### src/design/crf_core_end.sv
// Spare source unit of the core register file; holds no logic

### src/design/crf_pkg.sv
// Shared constants and types of the core register file
package crf_pkg;
    localparam logic [3:0] REG_PC = 4'h0;
    localparam logic [3:0] REG_SP = 4'h1;
    localparam logic [3:0] REG_SR = 4'h2;
    localparam logic [3:0] REG_CG = 4'h3;
    // Flag bit positions inside the flags register
    localparam int unsigned SR_C = 0;
    localparam int unsigned SR_Z = 1;
    localparam int unsigned SR_N = 2;
    localparam int unsigned SR_GIE = 3;
    localparam int unsigned SR_HALT = 4;
    localparam int unsigned SR_XTAL = 5;
    localparam int unsigned SR_LOOP = 6;
    localparam int unsigned SR_DCO = 7;
    localparam int unsigned SR_V = 8;
    localparam logic [19:0] PC_RESET = 20'h0_0000;
    localparam logic [19:0] SP_RESET = 20'h0_0000;
    localparam logic [15:0] SR_RESET = 16'h0000;
    localparam logic [19:0] GPR_RESET = 20'h0_0000;
    localparam logic [19:0] CONST_0 = 20'h0_0000;
    localparam logic [19:0] CONST_1 = 20'h0_0001;
    localparam logic [19:0] CONST_2 = 20'h0_0002;
    localparam logic [19:0] CONST_4 = 20'h0_0004;
    localparam logic [19:0] CONST_8 = 20'h0_0008;
    localparam logic [19:0] CONST_ONES = 20'hF_FFFF;
    localparam logic [19:0] VEC_TOP = 20'h0_FFFE;
    localparam logic [19:0] STEP_WORD = 20'h0_0002;
    localparam logic [19:0] STEP_ADDR = 20'h0_0004;
    localparam logic [3:0] ADV_BASE = 4'h2;
    // Software port map
    localparam logic [3:0] BUS_PC = 4'h0;
    localparam logic [3:0] BUS_SP = 4'h1;
    localparam logic [3:0] BUS_SR = 4'h2;
    localparam logic [3:0] BUS_STAT = 4'h3;
    localparam int unsigned STAT_BUSY = 0;
    localparam int unsigned STAT_HALT = 1;
    localparam int unsigned STAT_IRQ = 2;
    typedef enum logic [1:0] {CRF_BYTE, CRF_WORD, CRF_ADDR} crf_width_t;
    typedef enum logic [3:0] {
        CRF_NOP, CRF_ADVANCE, CRF_JUMP16, CRF_JUMP20, CRF_CALL16, CRF_CALL20,
        CRF_EXIT16, CRF_EXIT20, CRF_IRQ, CRF_IEXIT, CRF_PUSH, CRF_POP,
        CRF_WRITE, CRF_SIGN_WIDEN
    } crf_op_t;
    typedef enum logic {CRF_IDLE, CRF_IRQ_SR} crf_state_t;
endpackage

### src/design/crf_mem_if.sv
// Port bundle between the control logic and the working register array
`timescale 1ns/10ps
`default_nettype none
interface crf_mem_if;
    logic we;
    logic [3:0] waddr;
    logic [19:0] wdata;
    logic [3:0] raddr;
    logic [19:0] rdata;
    modport ctrl (output we, output waddr, output wdata, output raddr, input rdata);
    modport mem (input we, input waddr, input wdata, input raddr, output rdata);
endinterface
`default_nettype wire

### src/design/crf_mem.sv
// Working register array with registered read data
`timescale 1ns/10ps
`default_nettype none
module crf_mem
    import crf_pkg::*;
(
    input wire logic sys_clk,
    input wire logic rst_n,
    crf_mem_if.mem port
);
    typedef struct packed {
        logic [15:0][19:0] regs;
        logic [19:0] rdata;
    } crf_mem_state_t;

    crf_mem_state_t st;
    crf_mem_state_t nx;

    // A read in the cycle of a write to the same entry returns the old value
    always_comb begin
        nx = st;
        nx.rdata = st.regs[port.raddr];
        if (port.we) begin
            nx.regs[port.waddr] = port.wdata;
        end
    end

    always_ff @(posedge sys_clk or negedge rst_n) begin
        if (!rst_n) begin
            st <= '0;
            for (int i = 0; i < 16; i++) begin
                st.regs[i] <= GPR_RESET;
            end
        end else begin
            st <= nx;
        end
    end

    assign port.rdata = st.rdata;
endmodule
`default_nettype wire

### src/design/crf_core.sv
// Core register file: counter, stack, flags, constants and working registers
//
// Chosen here: the register offsets and strobed register access.
`timescale 1ns/10ps
`default_nettype none
module crf_core
    import crf_pkg::*;
(
    input wire logic sys_clk,
    input wire logic nrst,
    input wire logic cmd_valid,
    input wire crf_op_t cmd_op,
    input wire crf_width_t cmd_width,
    input wire logic [3:0] cmd_dst,
    input wire logic [1:0] cmd_len,
    input wire logic [19:0] cmd_data,
    input wire logic [15:0] cmd_aux,
    input wire logic alu_en,
    input wire logic alu_sub,
    input wire crf_width_t alu_width,
    input wire logic [19:0] alu_a,
    input wire logic [19:0] alu_b,
    input wire logic [19:0] alu_res,
    input wire logic alu_carry,
    input wire logic src_rd,
    input wire logic [3:0] src_reg,
    input wire logic [1:0] source_mode_field,
    input wire crf_width_t src_width,
    input wire logic irq_req,
    input wire logic [5:0] irq_line,
    input wire logic crystal_in_use,
    input wire logic dco_in_use,
    input wire logic [3:0] bus_addr,
    input wire logic [19:0] bus_wdata,
    input wire logic bus_wr,
    input wire logic bus_rd,
    output logic [19:0] bus_rdata,
    output logic [19:0] pc_out,
    output logic [19:0] sp_out,
    output logic [15:0] flags_register,
    output logic busy,
    output logic [19:0] operand,
    output logic operand_valid,
    output logic operand_const,
    output logic operand_illegal,
    output logic push_valid,
    output logic [19:0] push_addr,
    output logic [19:0] push_data,
    output logic push_wide,
    output logic irq_accept,
    output logic [19:0] vec_addr,
    output logic core_halt,
    output logic loop_control_disable,
    output logic crystal_disable,
    output logic digital_oscillator_disable
);
    typedef struct packed {
        logic [19:0] pc;
        logic [19:0] sp;
        logic [15:0] sr;
        crf_state_t state;
        logic busy;
        logic [19:0] irq_pc;
        logic [19:0] irq_vec;
        logic s1_valid;
        logic [3:0] s1_reg;
        logic [1:0] s1_mode;
        crf_width_t s1_width;
        logic [19:0] operand;
        logic operand_valid;
        logic operand_const;
        logic operand_illegal;
        logic push_valid;
        logic [19:0] push_addr;
        logic [19:0] push_data;
        logic push_wide;
        logic irq_accept;
        logic [19:0] vec_addr;
        logic [19:0] bus_rdata;
        logic core_halt;
        logic loop_off;
        logic crystal_off;
        logic dco_off;
    } crf_core_state_t;

    function automatic logic [19:0] width_clear(crf_width_t w, logic [19:0] d);
        case (w)
            CRF_BYTE: width_clear = {12'h000, d[7:0]};
            CRF_WORD: width_clear = {4'h0, d[15:0]};
            default: width_clear = d;
        endcase
    endfunction

    function automatic logic msb_of(crf_width_t w, logic [19:0] d);
        case (w)
            CRF_BYTE: msb_of = d[7];
            CRF_WORD: msb_of = d[15];
            default: msb_of = d[19];
        endcase
    endfunction

    ////////////////////////////////////////////////////////////////////////
    logic [1:0] rst_pipe;
    logic rst_n;

    // Release of the asynchronous reset is retimed to the clock
    always_ff @(posedge sys_clk or negedge nrst) begin
        if (!nrst) begin
            rst_pipe <= 2'h0;
        end else begin
            rst_pipe <= {rst_pipe[0], 1'b1};
        end
    end
    assign rst_n = rst_pipe[1];

    crf_mem_if mem_if ();

    crf_mem u_mem (
        .sys_clk(sys_clk),
        .rst_n(rst_n),
        .port(mem_if.mem)
    );

    ////////////////////////////////////////////////////////////////////////
    crf_core_state_t st;
    crf_core_state_t nx;
    logic take;
    logic do_write;
    logic [19:0] dst_val;
    logic [19:0] stack_step;
    logic [19:0] opv;
    logic [3:0] adv;
    logic sa;
    logic sb;
    logic sres;

    always_comb begin
        nx = st;
        do_write = 1'b0;
        dst_val = width_clear(cmd_width, cmd_data);
        stack_step = (cmd_width == CRF_ADDR) ? STEP_ADDR : STEP_WORD;
        adv = {1'b0, cmd_len, 1'b0} + ADV_BASE;
        opv = mem_if.rdata;
        sa = msb_of(alu_width, alu_a);
        sb = msb_of(alu_width, alu_b);
        sres = msb_of(alu_width, alu_res);
        nx.push_valid = 1'b0;
        nx.operand_valid = 1'b0;
        nx.bus_rdata = CONST_0;
        // A halted core only accepts interrupt entry commands; the halt flag stays set
        take = cmd_valid && (st.state == CRF_IDLE)
            && (!st.sr[SR_HALT] || (cmd_op == CRF_IRQ));
        if (take) begin
            case (cmd_op)
                CRF_ADVANCE: nx.pc = st.pc + {16'h0000, adv};
                CRF_JUMP16: nx.pc = {4'h0, cmd_data[15:1], 1'b0};
                CRF_JUMP20: nx.pc = {cmd_data[19:1], 1'b0};
                CRF_CALL16: begin
                    nx.sp = st.sp - STEP_WORD;
                    nx.push_valid = 1'b1;
                    nx.push_addr = st.sp - STEP_WORD;
                    nx.push_data = {4'h0, st.pc[15:0]};
                    nx.push_wide = 1'b0;
                    nx.pc = {4'h0, cmd_data[15:1], 1'b0};
                end
                CRF_CALL20: begin
                    nx.sp = st.sp - STEP_ADDR;
                    nx.push_valid = 1'b1;
                    nx.push_addr = st.sp - STEP_ADDR;
                    nx.push_data = st.pc;
                    nx.push_wide = 1'b1;
                    nx.pc = {cmd_data[19:1], 1'b0};
                end
                CRF_EXIT16: begin
                    nx.pc = {4'h0, cmd_data[15:1], 1'b0};
                    nx.sp = st.sp + STEP_WORD;
                end
                CRF_EXIT20: begin
                    nx.pc = {cmd_data[19:1], 1'b0};
                    nx.sp = st.sp + STEP_ADDR;
                end
                CRF_IRQ: begin
                    // First word: low counter bits; flags word follows
                    nx.irq_pc = st.pc;
                    nx.irq_vec = cmd_data;
                    nx.sp = st.sp - STEP_WORD;
                    nx.push_valid = 1'b1;
                    nx.push_addr = st.sp - STEP_WORD;
                    nx.push_data = {4'h0, st.pc[15:0]};
                    nx.push_wide = 1'b0;
                    nx.state = CRF_IRQ_SR;
                end
                CRF_IEXIT: begin
                    nx.sr = {4'h0, cmd_aux[11:0]};
                    nx.pc = {cmd_aux[15:12], cmd_data[15:1], 1'b0};
                    nx.sp = st.sp + STEP_ADDR;
                end
                CRF_PUSH: begin
                    nx.sp = st.sp - stack_step;
                    nx.push_valid = 1'b1;
                    nx.push_addr = st.sp - stack_step;
                    // Pushing the stack register stores its value before the decrement
                    nx.push_data = (cmd_dst == REG_SP) ? width_clear(cmd_width, st.sp)
                        : dst_val;
                    nx.push_wide = (cmd_width == CRF_ADDR);
                end
                CRF_POP: begin
                    do_write = 1'b1;
                    if (cmd_dst != REG_SP) begin
                        nx.sp = st.sp + stack_step;
                    end
                end
                CRF_WRITE: do_write = 1'b1;
                CRF_SIGN_WIDEN: begin
                    do_write = 1'b1;
                    dst_val = {{12{cmd_data[7]}}, cmd_data[7:0]};
                end
                default: ;
            endcase
        end
        if (st.state == CRF_IRQ_SR) begin
            nx.sp = st.sp - STEP_WORD;
            nx.push_valid = 1'b1;
            nx.push_addr = st.sp - STEP_WORD;
            nx.push_data = {4'h0, st.irq_pc[19:16], st.sr[11:0]};
            nx.push_wide = 1'b0;
            nx.pc = {4'h0, st.irq_vec[15:1], 1'b0};
            nx.state = CRF_IDLE;
        end
        // ALU flags first, so an explicit write into the flags register wins
        if (alu_en && take && (cmd_op != CRF_IEXIT)) begin
            nx.sr[SR_C] = alu_carry;
            nx.sr[SR_Z] = (width_clear(alu_width, alu_res) == CONST_0);
            nx.sr[SR_N] = sres;
            nx.sr[SR_V] = alu_sub ? ((sa != sb) && (sres != sa))
                : ((sa == sb) && (sres != sa));
        end
        mem_if.we = 1'b0;
        mem_if.waddr = cmd_dst;
        mem_if.wdata = dst_val;
        mem_if.raddr = src_reg;
        if (do_write) begin
            case (cmd_dst)
                REG_PC: nx.pc = {dst_val[19:1], 1'b0};
                REG_SP: nx.sp = {dst_val[19:1], 1'b0};
                REG_SR: nx.sr = dst_val[15:0];
                REG_CG: ;
                default: mem_if.we = 1'b1;
            endcase
        end
        // Software port: writes override the datapath in the same cycle
        if (bus_wr) begin
            case (bus_addr)
                BUS_PC: nx.pc = {bus_wdata[19:1], 1'b0};
                BUS_SP: nx.sp = {bus_wdata[19:1], 1'b0};
                BUS_SR: nx.sr = bus_wdata[15:0];
                default: ;
            endcase
        end
        if (bus_rd) begin
            case (bus_addr)
                BUS_PC: nx.bus_rdata = st.pc;
                BUS_SP: nx.bus_rdata = st.sp;
                BUS_SR: nx.bus_rdata = {4'h0, st.sr};
                BUS_STAT: begin
                    nx.bus_rdata[STAT_BUSY] = st.busy;
                    nx.bus_rdata[STAT_HALT] = st.core_halt;
                    nx.bus_rdata[STAT_IRQ] = st.irq_accept;
                end
                default: ;
            endcase
        end
        // Operand pipeline: capture the request, then select once the array answers
        nx.s1_valid = src_rd;
        nx.s1_reg = src_reg;
        nx.s1_mode = source_mode_field;
        nx.s1_width = src_width;
        case (st.s1_reg)
            REG_PC: opv = st.pc;
            REG_SP: opv = st.sp;
            REG_SR: opv = {4'h0, st.sr};
            default: opv = mem_if.rdata;
        endcase
        if (st.s1_valid) begin
            nx.operand_valid = 1'b1;
            nx.operand_const = 1'b0;
            nx.operand_illegal = 1'b0;
            nx.operand = (st.s1_mode == 2'h0) ? width_clear(st.s1_width, opv) : opv;
            if (st.s1_reg == REG_SR) begin
                nx.operand_const = (st.s1_mode != 2'h0);
                case (st.s1_mode)
                    2'h0: nx.operand_illegal = (st.s1_width != CRF_WORD);
                    2'h1: nx.operand = CONST_0;
                    2'h2: nx.operand = CONST_4;
                    default: nx.operand = CONST_8;
                endcase
            end else if (st.s1_reg == REG_CG) begin
                nx.operand_const = 1'b1;
                case (st.s1_mode)
                    2'h0: nx.operand = CONST_0;
                    2'h1: nx.operand = CONST_1;
                    2'h2: nx.operand = CONST_2;
                    default: nx.operand = width_clear(st.s1_width, CONST_ONES);
                endcase
            end
        end
        nx.busy = (nx.state != CRF_IDLE);
        nx.irq_accept = irq_req && st.sr[SR_GIE];
        nx.vec_addr = VEC_TOP - {13'h0000, irq_line, 1'b0};
        nx.core_halt = nx.sr[SR_HALT];
        nx.loop_off = nx.sr[SR_LOOP];
        nx.crystal_off = nx.sr[SR_XTAL] && !crystal_in_use;
        nx.dco_off = nx.sr[SR_DCO] && !dco_in_use;
    end

    always_ff @(posedge sys_clk or negedge rst_n) begin
        if (!rst_n) begin
            st <= '0;
            st.pc <= PC_RESET;
            st.sp <= SP_RESET;
            st.sr <= SR_RESET;
            st.state <= CRF_IDLE;
        end else begin
            st <= nx;
        end
    end

    assign bus_rdata = st.bus_rdata;
    assign pc_out = st.pc;
    assign sp_out = st.sp;
    assign flags_register = st.sr;
    assign busy = st.busy;
    assign operand = st.operand;
    assign operand_valid = st.operand_valid;
    assign operand_const = st.operand_const;
    assign operand_illegal = st.operand_illegal;
    assign push_valid = st.push_valid;
    assign push_addr = st.push_addr;
    assign push_data = st.push_data;
    assign push_wide = st.push_wide;
    assign irq_accept = st.irq_accept;
    assign vec_addr = st.vec_addr;
    assign core_halt = st.core_halt;
    assign loop_control_disable = st.loop_off;
    assign crystal_disable = st.crystal_off;
    assign digital_oscillator_disable = st.dco_off;
endmodule
`default_nettype wire

### config.mk
export PLATFORM = sky130hd
export DESIGN_NAME = crf_core
export DESIGN_NICKNAME = d
export VERILOG_FILES = /design/src/design/crf_core_end.sv /design/src/design/crf_pkg.sv /design/src/design/crf_mem_if.sv /design/src/design/crf_mem.sv /design/src/design/crf_core.sv
export SDC_FILE = /design/constraint.sdc
export NUM_CORES = 1
export LEC_CHECK = 0
export ABC_AREA = 1
export BUFFER_PORTS_ARGS = -buffer_cell sky130_fd_sc_hd__clkbuf_2
export CORE_MARGIN = 2
export CORE_UTILIZATION = 45
export DETAILED_ROUTE_END_ITERATION = 6
export GPL_TIMING_DRIVEN = 0
export PLACE_DENSITY = 0.61
export SLEW_MARGIN = 25
export SYNTH_ARGS = -nofsm -noshare
export SYNTH_HDL_FRONTEND = slang
export SYNTH_SLANG_ARGS = --single-unit
### constraint.sdc
create_clock -name sys_clk -period 39.9 [get_ports sys_clk]
set_input_delay 5.985 -clock sys_clk [delete_from_list [all_inputs] [get_ports sys_clk]]
set_output_delay 5.985 -clock sys_clk [all_outputs]
set_load 0.01 [all_outputs]
# [Yosys cells after proc, flatten, opt, wreduce, memory -nomap -nowiden]
# Index checks and enable logic that the tools add are counted.
[word_totals] output_inout_bits=167 input_bits=160 word_cells=183 reg_bits=551
[op_classes] muxes=58 magnitude_cmp=3 reduce_logical=35 bitwise=1 eq_ne=34 add_sub_neg=9
[ops] op="$bwmux 320" n=1
[ops] op="$mux 20" n=15
[ops] op="$pmux 20 s2" n=5
[ops] op="$pmux 20 s3" n=3
[ops] op="$pmux 42 s3" n=1
[ops] op="$pmux 20 s6" n=1
[ops] op="$mux 56" n=2
[ops] op="$mux 42" n=2
[ops] op="$bmux 20 s4" n=1
[ops] op="$demux 20 s4" n=1
[ops] op="$pmux 20 s4" n=1
[ops] op="$mux 57" n=1
[ops] op="$pmux 17 s3" n=1
[ops] op="$mux 16" n=3
[ops] op="$mux 40" n=1
[ops] op="$eq 4x2->1 const B" n=8
[ops] op="$eq 4x4->1 const B" n=6
[ops] op="$add 20x2->20 const B" n=1
[ops] op="$add 20x3->20" n=1
[ops] op="$add 20x3->20 const B" n=1
[ops] op="$add 20x4->20" n=1
[ops] op="$logic_not 20->1" n=1
[ops] op="$sub 20x2->20 const B" n=1
[ops] op="$sub 20x3->20" n=1
[ops] op="other kinds (30)" n=80

# [Logic depth before layout (Yosys ltp)]
# Gate-level depths: netlist of run 1.
[depth] depth_word=13 depth_mapped=21 depth_no_buf=20

# [Modules after synthesis]
# A second synthesis of run 1 with hierarchy kept.
[unflattened] hier_cells=4213 hier_area_um2=30202.7
[by_module_without_submodules] mod="crf_mem" cells_each=2102 seq_area_each_um2=8508.2 area_each_um2=15999.1 n_inst=1
[by_module_without_submodules] mod="crf_core" cells_each=2111 seq_area_each_um2=4554.4 area_each_um2=14203.6 n_inst=1

# [Worst setup path before layout of run 1]
# OpenSTA, ideal clock, no wires.
[synth_timing] kind="input to register" startpoint="input cmd_width[1]" endpoint="register st, in the netlist sp_out[11]" path_slack_ns=31.667 t_required_ns=39.777 setup_ns=0.123 arrival_time_ns=8.110 path_buffers=1 cell_stages=15 cell_sequence="clkbuf_1 inv_1 nor2_1 inv_1 fa_1 inv_1 nand2_1 nor2_1 nand3_1 nand3_1 nand3_1 o21ai_0 nand2_1 a21oi_1 o21ai_1"
[synth_lines] item="start, declared" line_no="crf_core.sv:13" rtl="input wire crf_width_t cmd_width,"
[synth_lines] item="end signal, assigned" line_no="crf_core.sv:324" rtl="st <= nx;"
[synth_lines] item="end, declared" line_no="crf_core.sv:125" rtl="crf_core_state_t st;"

==> results of run 1 <==
## through the flow
step                      std cells  hold slack, ps  util [%]  power (mW)  setup slack [ps]
after floorplan                3732             331         -       0.949             24270
after global placement         4862             334      49.6        1.19             17660
after detailed placement       4873             343      50.0        1.19             30560
after CTS                      4979             355      53.1        1.74             31220
after global routing           4979             366      53.1        1.81             30790
final                          4981             351      53.1        1.75             30970
## kinds of logic (layout without fill, tap and decap cells)
logic type	count (synthesis)	count (layout)	share of synthesized area (%)
multiplexers	80	80	2.78
AO/OA/AOI/OAI	941	941	18.4
AND/OR/NAND/NOR	1301	1301	18.8
buffers and inverters	851	1252	13.4
flip-flops	522	522	45.3
XOR/XNOR	9	9	0.273
other	2	9	0.0260
adder cells (fa/ha/maj)	21	21	0.989
## cell type report
cell class | count | area share, %
diodes | 2 | 0.0149
plain buffers | 456 | 7.10
clock buffers | 85 | 5.04
clock inverters | 21 | 0.753
inverters | 395 | 4.42
multi-input cells | 2359 | 35.6
flip-flops and latches | 522 | 38.9
well taps | 846 | 3.15
repair buffers | 295 | 5.05
## power by group through the flow
| stage | logic, mW | clock network [mW] | registers (mW) |
|---|---|---|---|
| after floorplan | 0.311 | 0 | 0.637 |
| after global placement | 0.512 | 0 | 0.676 |
| after detailed placement | 0.526 | 0 | 0.666 |
| after CTS | 0.527 | 0.555 | 0.656 |
| after global routing | 0.575 | 0.573 | 0.663 |
| final | 0.543 | 0.550 | 0.661 |
## state kept, by name (all words and copies together) (netlist names), 2 cells and up
| signal | count |
|---|---|
| st | 28 |
| bus_rdata | 20 |
| u_mem.st | 320 |
| vec_addr | 7 |
| push_data | 20 |
| u_mem.port.rdata | 20 |
| sp_out | 20 |
| operand | 20 |
| pc_out | 20 |
| flags_register | 16 |
| rst_pipe | 2 |
| push_addr | 20 |
## synthesized netlist by cell type (6+ instances only)
cell         n  area [um^2]
buf_4      162         1220
nor3_1      19         95.1
nor2_4       6         67.6
nand4_1     30          188
a22oi_1     14          105
o2111ai_1   13          114
nand2_1    786         2950
o211ai_1   111          833
mux2i_1     80          801
nor2_1     232          871
o22ai_1     31          194
buf_2       52          260
nor4_1       8         50.1
buf_1        7         26.3
a21oi_1    280         1400
o21ai_2     10         87.6
or2_2       13         81.3
clkbuf_1   235          882
ha_1        18          225
inv_1      362         1360
dfrtp_1    522        13100
a31oi_1     14         87.6
a22o_1       6         52.6
nand3_1    188          941
inv_2       27          101
o221ai_1    22          193
xor2_1       8         70.1
o21ai_0    354         1770
o21ai_1     74          370
## metal layers
layer	global-route usage [%]	vias to the layer above
li1	-	12810
met4	19.9	6
met2	59.4	1562
met3	6.75	339
met5	0	-
met1	52.9	13778
## how the worst max path moves through the flow
stage	slack (ps)	depth (start not counted)	endpoint	from
finish	30970	15	sp_out[11]$_DFF_PN0_	cmd_width[1]
detailed placement	30560	15	sp_out[11]$_DFF_PN0_	cmd_width[1]
floorplan	24270	0	bus_rdata[0]$_DFF_PN0_	rst_pipe[1]$_DFF_PN0_
global route	30790	15	sp_out[11]$_DFF_PN0_	cmd_width[1]
CTS	31220	15	sp_out[11]$_DFF_PN0_	cmd_width[1]
global placement	17660	0	bus_rdata[5]$_DFF_PN0_	rst_pipe[1]$_DFF_PN0_
==> key figures, run 1 <==
STA
  • Fin crit period: 8930 ps
  • Setup violators final: 0
  • Final setup TNS: 0 ps
  • RSZ-0062 raised after global routing: no
  • Setup Skew: 44.9 ps
  • Final Hold Viols: 0
  • Fin. max-slew vios: 0
  • Worst slew pin tran: 1030 ps
  • Relative slew slack: 30.3%
  • Final Cycle Share: 22.4%
  • Fmax: 112 MHz

Route
  • Met2 wire length: 56400 um
  • Final WL: 129000 um
  • Number of DRC markers in iteration 0: 3223
  • DRT Pass-1 Iters: 7
  • Final antenna-violating net count: 0
  • Vias: 28495
  • DR WL/cell: 26.0 um
  • Wl on met1: 53000 um
  • Vias/cell: 5.72
  • Top layer in use: met5
  • WL met3: 12100 um
  • Residual DRC: 0

Synth
  • Synthesized area: 0.0288 mm^2
  • Most used flip-flop cell after synthesis: dfrtp_1
  • Synth async-reset ratio: 100%
  • Yosys cell types: 51
  • EDFF count, synth: 0
  • Synth Warn #: 0
  • Synthesized flop and latch total: 522
  • Mean Syn Cell Area: 7.74 um^2
  • Syn Inst Count: 3727
  • Seq/Total Area, Yosys: 45.3%

CTS
  • Post-CTS Setup Bufs: 0
  • TritonCTS Buffers: 58
  • Clk buf depth: 3
  • Root buf cell: clkbuf_16
  • Htree depth: 2
  • CTS sink count: 522
  • Latest clock arrival within the worst-skew pair: 670 ps
  • Post-CTS Hold Buffers: 0
  • CTS tree: yes
  • CTS resizes: 0
  • Worst-path clk slew: 70 ps

Layout
  • Reg area: 0.0131 mm^2
  • Share of layout cells above drive strength 1: 16.4%
  • Area delta synth->final: 16.5%
  • Most common cell after layout, fill and taps aside: nand2_1
  • Multi-input combinational cell area: 0.0119 mm^2
  • Final instance area: 0.0336 mm^2
  • Layout net count: 4268
  • Filler Cells Inserted: 6355
  • Most frequent cells in the layout: nand2_1, dfrtp_1, inv_1

Setup path
  • RR Startpoint: sp_out[1]$_DFF_PN0_
  • Worst-path fanout max: 7
  • Setup slack, reg-to-reg: 35970 ps
  • Worst Path Arrival: 9430 ps
  • Endpoint type of the worst setup path: flop
  • Crit-path slowest cell: fa_1
  • Kind of critical path: in2reg
  • CP peak stage delay: 480 ps
  • Worst-path cell chain: clkbuf_1, inv_1, nor2_1, inv_1, fa_1, inv_1, nand2_1, nor2_1, nand3_1, nand3_1, nand3_1, o21ai_0, nand2_1, a21oi_1, o21ai_1
  • CP top delay family: simple AND/OR/NAND/NOR gates
  • Crit path required time: 40410 ps
  • CP Launch Type: primary input
  • Reg2Reg Depth: 15
  • Reg2reg end: sp_out[11]$_DFF_PN0_
  • Worst Path Buf+Inv: 4

Pwr
  • Peak supply drop: 0.0375 mV
  • Int Pwr: 1.08 mW
  • PwrDens: 52.2 mW/mm^2
  • Sw Pwr: 673 uW
  • Switching Share: 38.4%
  • Clock network power share: 31.4%
  • Leak pwr: 16.9 nW
  • Sequential power share: 37.7%
  • Comb power frac: 31.0%

GRT
  • GRT overflow: 0
  • Largest net degree at the start of global routing: 55
  • Initial antenna violation count: 4
  • First-pass GRT wire length: 188000 um
  • Vias in the first global route: 27076
  • Tot GR Track Use: 38.8%

Placed design
  • Buffers on Ports: 284
  • Area after DPL: 0.0316 mm^2
  • GP Congestion: 1.04
  • Post-DP HPWL: 100000 um

Run
  • Max Cap Viol: 0

Floorplan
  • IO Count: 327
  • Std-Cell Rows: 92
  • Die area: 0.0661 mm^2
  • Initial core utilization: 45.6%
  • Die Y: 257 um
  • CORE AREA: 0.0632 mm^2
  • Die Width: 257 um

Run status
  • Status: finished, final reports clean

Min path
  • Hold Path Class: reg2async
Power figures use the tool's default switching activity.
==> inputs of run 2 (changes only) <==
--- a/config.mk
+++ b/config.mk
@@ -11,7 +11,7 @@
 export CORE_UTILIZATION = 45
 export DETAILED_ROUTE_END_ITERATION = 6
 export GPL_TIMING_DRIVEN = 0
-export PLACE_DENSITY = 0.61
+export PLACE_DENSITY = 0.63
 export SLEW_MARGIN = 25
 export SYNTH_ARGS = -nofsm -noshare
 export SYNTH_HDL_FRONTEND = slang
==> constraint.sdc (replaced) <==
create_clock -name sys_clk -period 7.6 [get_ports sys_clk]
set_input_delay 1.14 -clock sys_clk [delete_from_list [all_inputs] [get_ports sys_clk]]
set_output_delay 1.14 -clock sys_clk [all_outputs]
set_load 0.01 [all_outputs]
==> run 2 against run 1 <==
Effect of this change: hold slack worse by 130 ps; clock skew is 24 ps lower; register-to-register slack worse by 33000 ps; via count is 0.18% higher; global-route usage is 0.34 points lower; cell count hardly changed; core utilization is 0.23 points higher; clock-buffer cell count is 12 lower; first-iteration DRC count is 16% higher; worst setup slack worse by 28000 ps; critical path type is now reg2reg.
==> key figures, run 2 (same netlist as run 1, synthesis figures left out) <==
Run status
  • Status: finished, final reports clean

GRT
  • GRT overflow: 0 (unchanged)
  • First-pass GRT wire length: 185000 um (-1.1%)
  • Initial antenna violation count: 9 (+5)
  • Tot GR Track Use: 38.5% (-0.34 points)
  • Vias in the first global route: 26477 (-2.2%)
  • Largest net degree at the start of global routing: 54 (-1.8%)

STA
  • Relative slew slack: 35.4% (+5.1 points)
  • Fmax: 241 MHz
  • Final setup margin: 3440 ps (-27530 ps)
  • Worst slew pin tran: 969 ps (-66.0 ps)
  • Setup Skew: 20.8 ps (-24.1 ps)
  • Fin. max-slew vios: 0 (unchanged)
  • Setup violators final: 0 (unchanged)
  • Fin crit period: 4160 ps
  • RSZ-0062 raised after global routing: no
  • Final Cycle Share: 54.7%
  • Final setup TNS: 0 ps (unchanged)
  • Final Hold Viols: 0 (unchanged)

Pwr
  • Peak supply drop: 0.244 mV (+550%)
  • Comb power frac: 30.6% (-0.4 points)
  • Switching Share: 38.2% (-0.21 points)
  • Tot Pwr: 9.39 mW (+440%)
  • Sequential power share: 37.2% (-0.5 points)
  • PwrDens: 278 mW/mm^2 (+430%)
  • Clock network power share: 32.2% (+0.8 points)
  • Int Pwr: 5.80 mW (+440%)
  • Sw Pwr: 3.59 mW (+430%)
  • Leak pwr: 17.0 nW (+0.32%)

CTS
  • TritonCTS Buffers: 57 (-1.7%)
  • Htree depth: 2 (unchanged)
  • Post-CTS Hold Buffers: 0 (unchanged)
  • CTS tree: yes
  • Post-CTS Setup Bufs: 0 (unchanged)
  • CTS resizes: 0 (unchanged)
  • Worst-path clk slew: 60 ps (about the same)
  • Latest clock arrival within the worst-skew pair: 640 ps (-30 ps)
  • Root buf cell: clkbuf_16
  • Clk buf depth: 3 (unchanged)
  • CTS sink count: 522 (unchanged)

Setup path
  • CP top delay family: simple AND/OR/NAND/NOR gates
  • CP Launch Type: flop
  • Endpoint type of the worst setup path: flop
  • Setup slack, reg-to-reg: 3440 ps (-32530 ps)
  • Reg2Reg Depth: 17 (+2)
  • Worst-path cell chain: clkbuf_1, inv_1, ha_1, nand2_1, nand2_1, nor2_1, nand3_1, nand3_1, nand2_1, nor2_1, o21ai_1, nand2_1, nand2_1, nand2_1, nand2_1, nand2_1, nand2_1
  • Kind of critical path: reg2reg
  • Worst Path Arrival: 4640 ps (-4790 ps)
  • RR Startpoint: sp_out[2]$_DFF_PN0_
  • CP peak stage delay: 690 ps (+210 ps)
  • Crit-path slowest cell: dfrtp_1
  • Worst Path Buf+Inv: 2 (-2)
  • Worst-path fanout max: 9 (+2)
  • Reg2reg end: sp_out[14]$_DFF_PN0_
  • Most used cell, CP: nand2_1
  • Crit path required time: 8090 ps (-32320 ps)

Floorplan
  • CORE AREA: 0.0632 mm^2 (unchanged)
  • Std-Cell Rows: 92 (unchanged)
  • IO Count: 327 (unchanged)
  • Initial core utilization: 45.6% (unchanged)
  • Die area: 0.0661 mm^2 (unchanged)
  • Die Width: 257 um (unchanged)
  • Die Y: 257 um (unchanged)

Placed design
  • GP Congestion: 1.02 (-1.5%)
  • Pre-CTS WS: 3010 ps (-27550 ps)
  • Area after DPL: 0.0316 mm^2 (about the same)
  • Buffers on Ports: 284 (unchanged)
  • Placed Cells: 4874 (+0.021%)
  • Post-DP HPWL: 100000 um (-0.30%)

Layout
  • Layout Cells excl Fill: 4984 (+0.060%)
  • Max reg flops: 320 (unchanged)
  • Biggest regs: u_mem.st x320, st x28
  • Layout net count: 4268 (unchanged)
  • Final instance area: 0.0337 mm^2 (+0.44%)
  • Area delta synth->final: 17.0%
  • Most common cell after layout, fill and taps aside: nand2_1
  • Register with the most flip-flops: u_mem.st
  • Most frequent cells in the layout: nand2_1, dfrtp_1, inv_1
  • Share of layout cells above drive strength 1: 16.7% (+0.26 points)

Min path
  • Hold Path Class: reg2async

Route
  • Number of DRC markers in iteration 0: 3740 (+16%)
  • Vias: 28546 (+0.18%)
  • DRT Pass-1 Iters: 6 (-1)
  • WL met3: 12800 um (+5.9%)
  • Met2 wire length: 55800 um (-1.1%)
  • Vias/cell: 5.73 (+0.12%)
  • Residual DRC: 0 (unchanged)
  • Final antenna-violating net count: 0 (unchanged)
  • Wl on met1: 52600 um (-0.60%)
  • Top layer in use: met5
  • DR WL/cell: 26.0 um (about the same)
  • Final WL: 129000 um (+0.15%)

Run
  • Max Cap Viol: 0 (unchanged)
==> run 2: area by class of cell <==
class | count | area, um^2
well taps | 846 | 1060
clock buffers | 73 | 1610
repair buffers | 296 | 1710
flip-flops and latches | 522 | 13100
plain buffers | 456 | 2380
fillers | 6197 | 29500
multi-input cells | 2359 | 11900
diodes | 4 | 10.0
clock inverters | 33 | 455
inverters | 395 | 1490
==> run 2: how the worst max path moves through the flow <==
stage                     startpoint                     end  slack (ps)  cells after the start
2_1_floorplan  rst_pipe[1]$_DFF_PN0_  bus_rdata[0]$_DFF_PN0_        2520                      0
3_3_place_gp   rst_pipe[1]$_DFF_PN0_   vec_addr[2]$_DFF_PN0_         420                      0
3_5_place_dp            cmd_width[1]    sp_out[11]$_DFF_PN0_        3010                     15
4_1_cts          sp_out[2]$_DFF_PN0_    sp_out[14]$_DFF_PN0_        3590                     17
5_1_grt                 cmd_width[1]    sp_out[11]$_DFF_PN0_        3290                     15
6_report         sp_out[2]$_DFF_PN0_    sp_out[14]$_DFF_PN0_        3440                     17
==> run 2: power by group through the flow <==
stage	clock network (mW)	registers [mW]	logic (mW)
4_1_cts	3.07	3.46	2.79
2_1_floorplan	0	3.34	1.63
3_5_place_dp	0	3.51	2.78
6_report	3.03	3.49	2.88
5_1_grt	3.17	3.50	3.04
3_3_place_gp	0	3.56	2.71
==> run 2: through the flow <==
stage               utilization [%]  hold slack [ps]
finish                         53.4              223
global route                   53.3              248
CTS                            53.3              235
detailed placement             50.1              231
global placement               49.6              339
floorplan                         -              331
==> run 2: routing by layer <==
layer  vias to the layer above  global-route usage [%]
li1                      12809                       -
met1                     13809                    51.9
met2                      1584                    57.9
met3                       334                    8.31
met4                        10                    20.4
met5                         -                       0
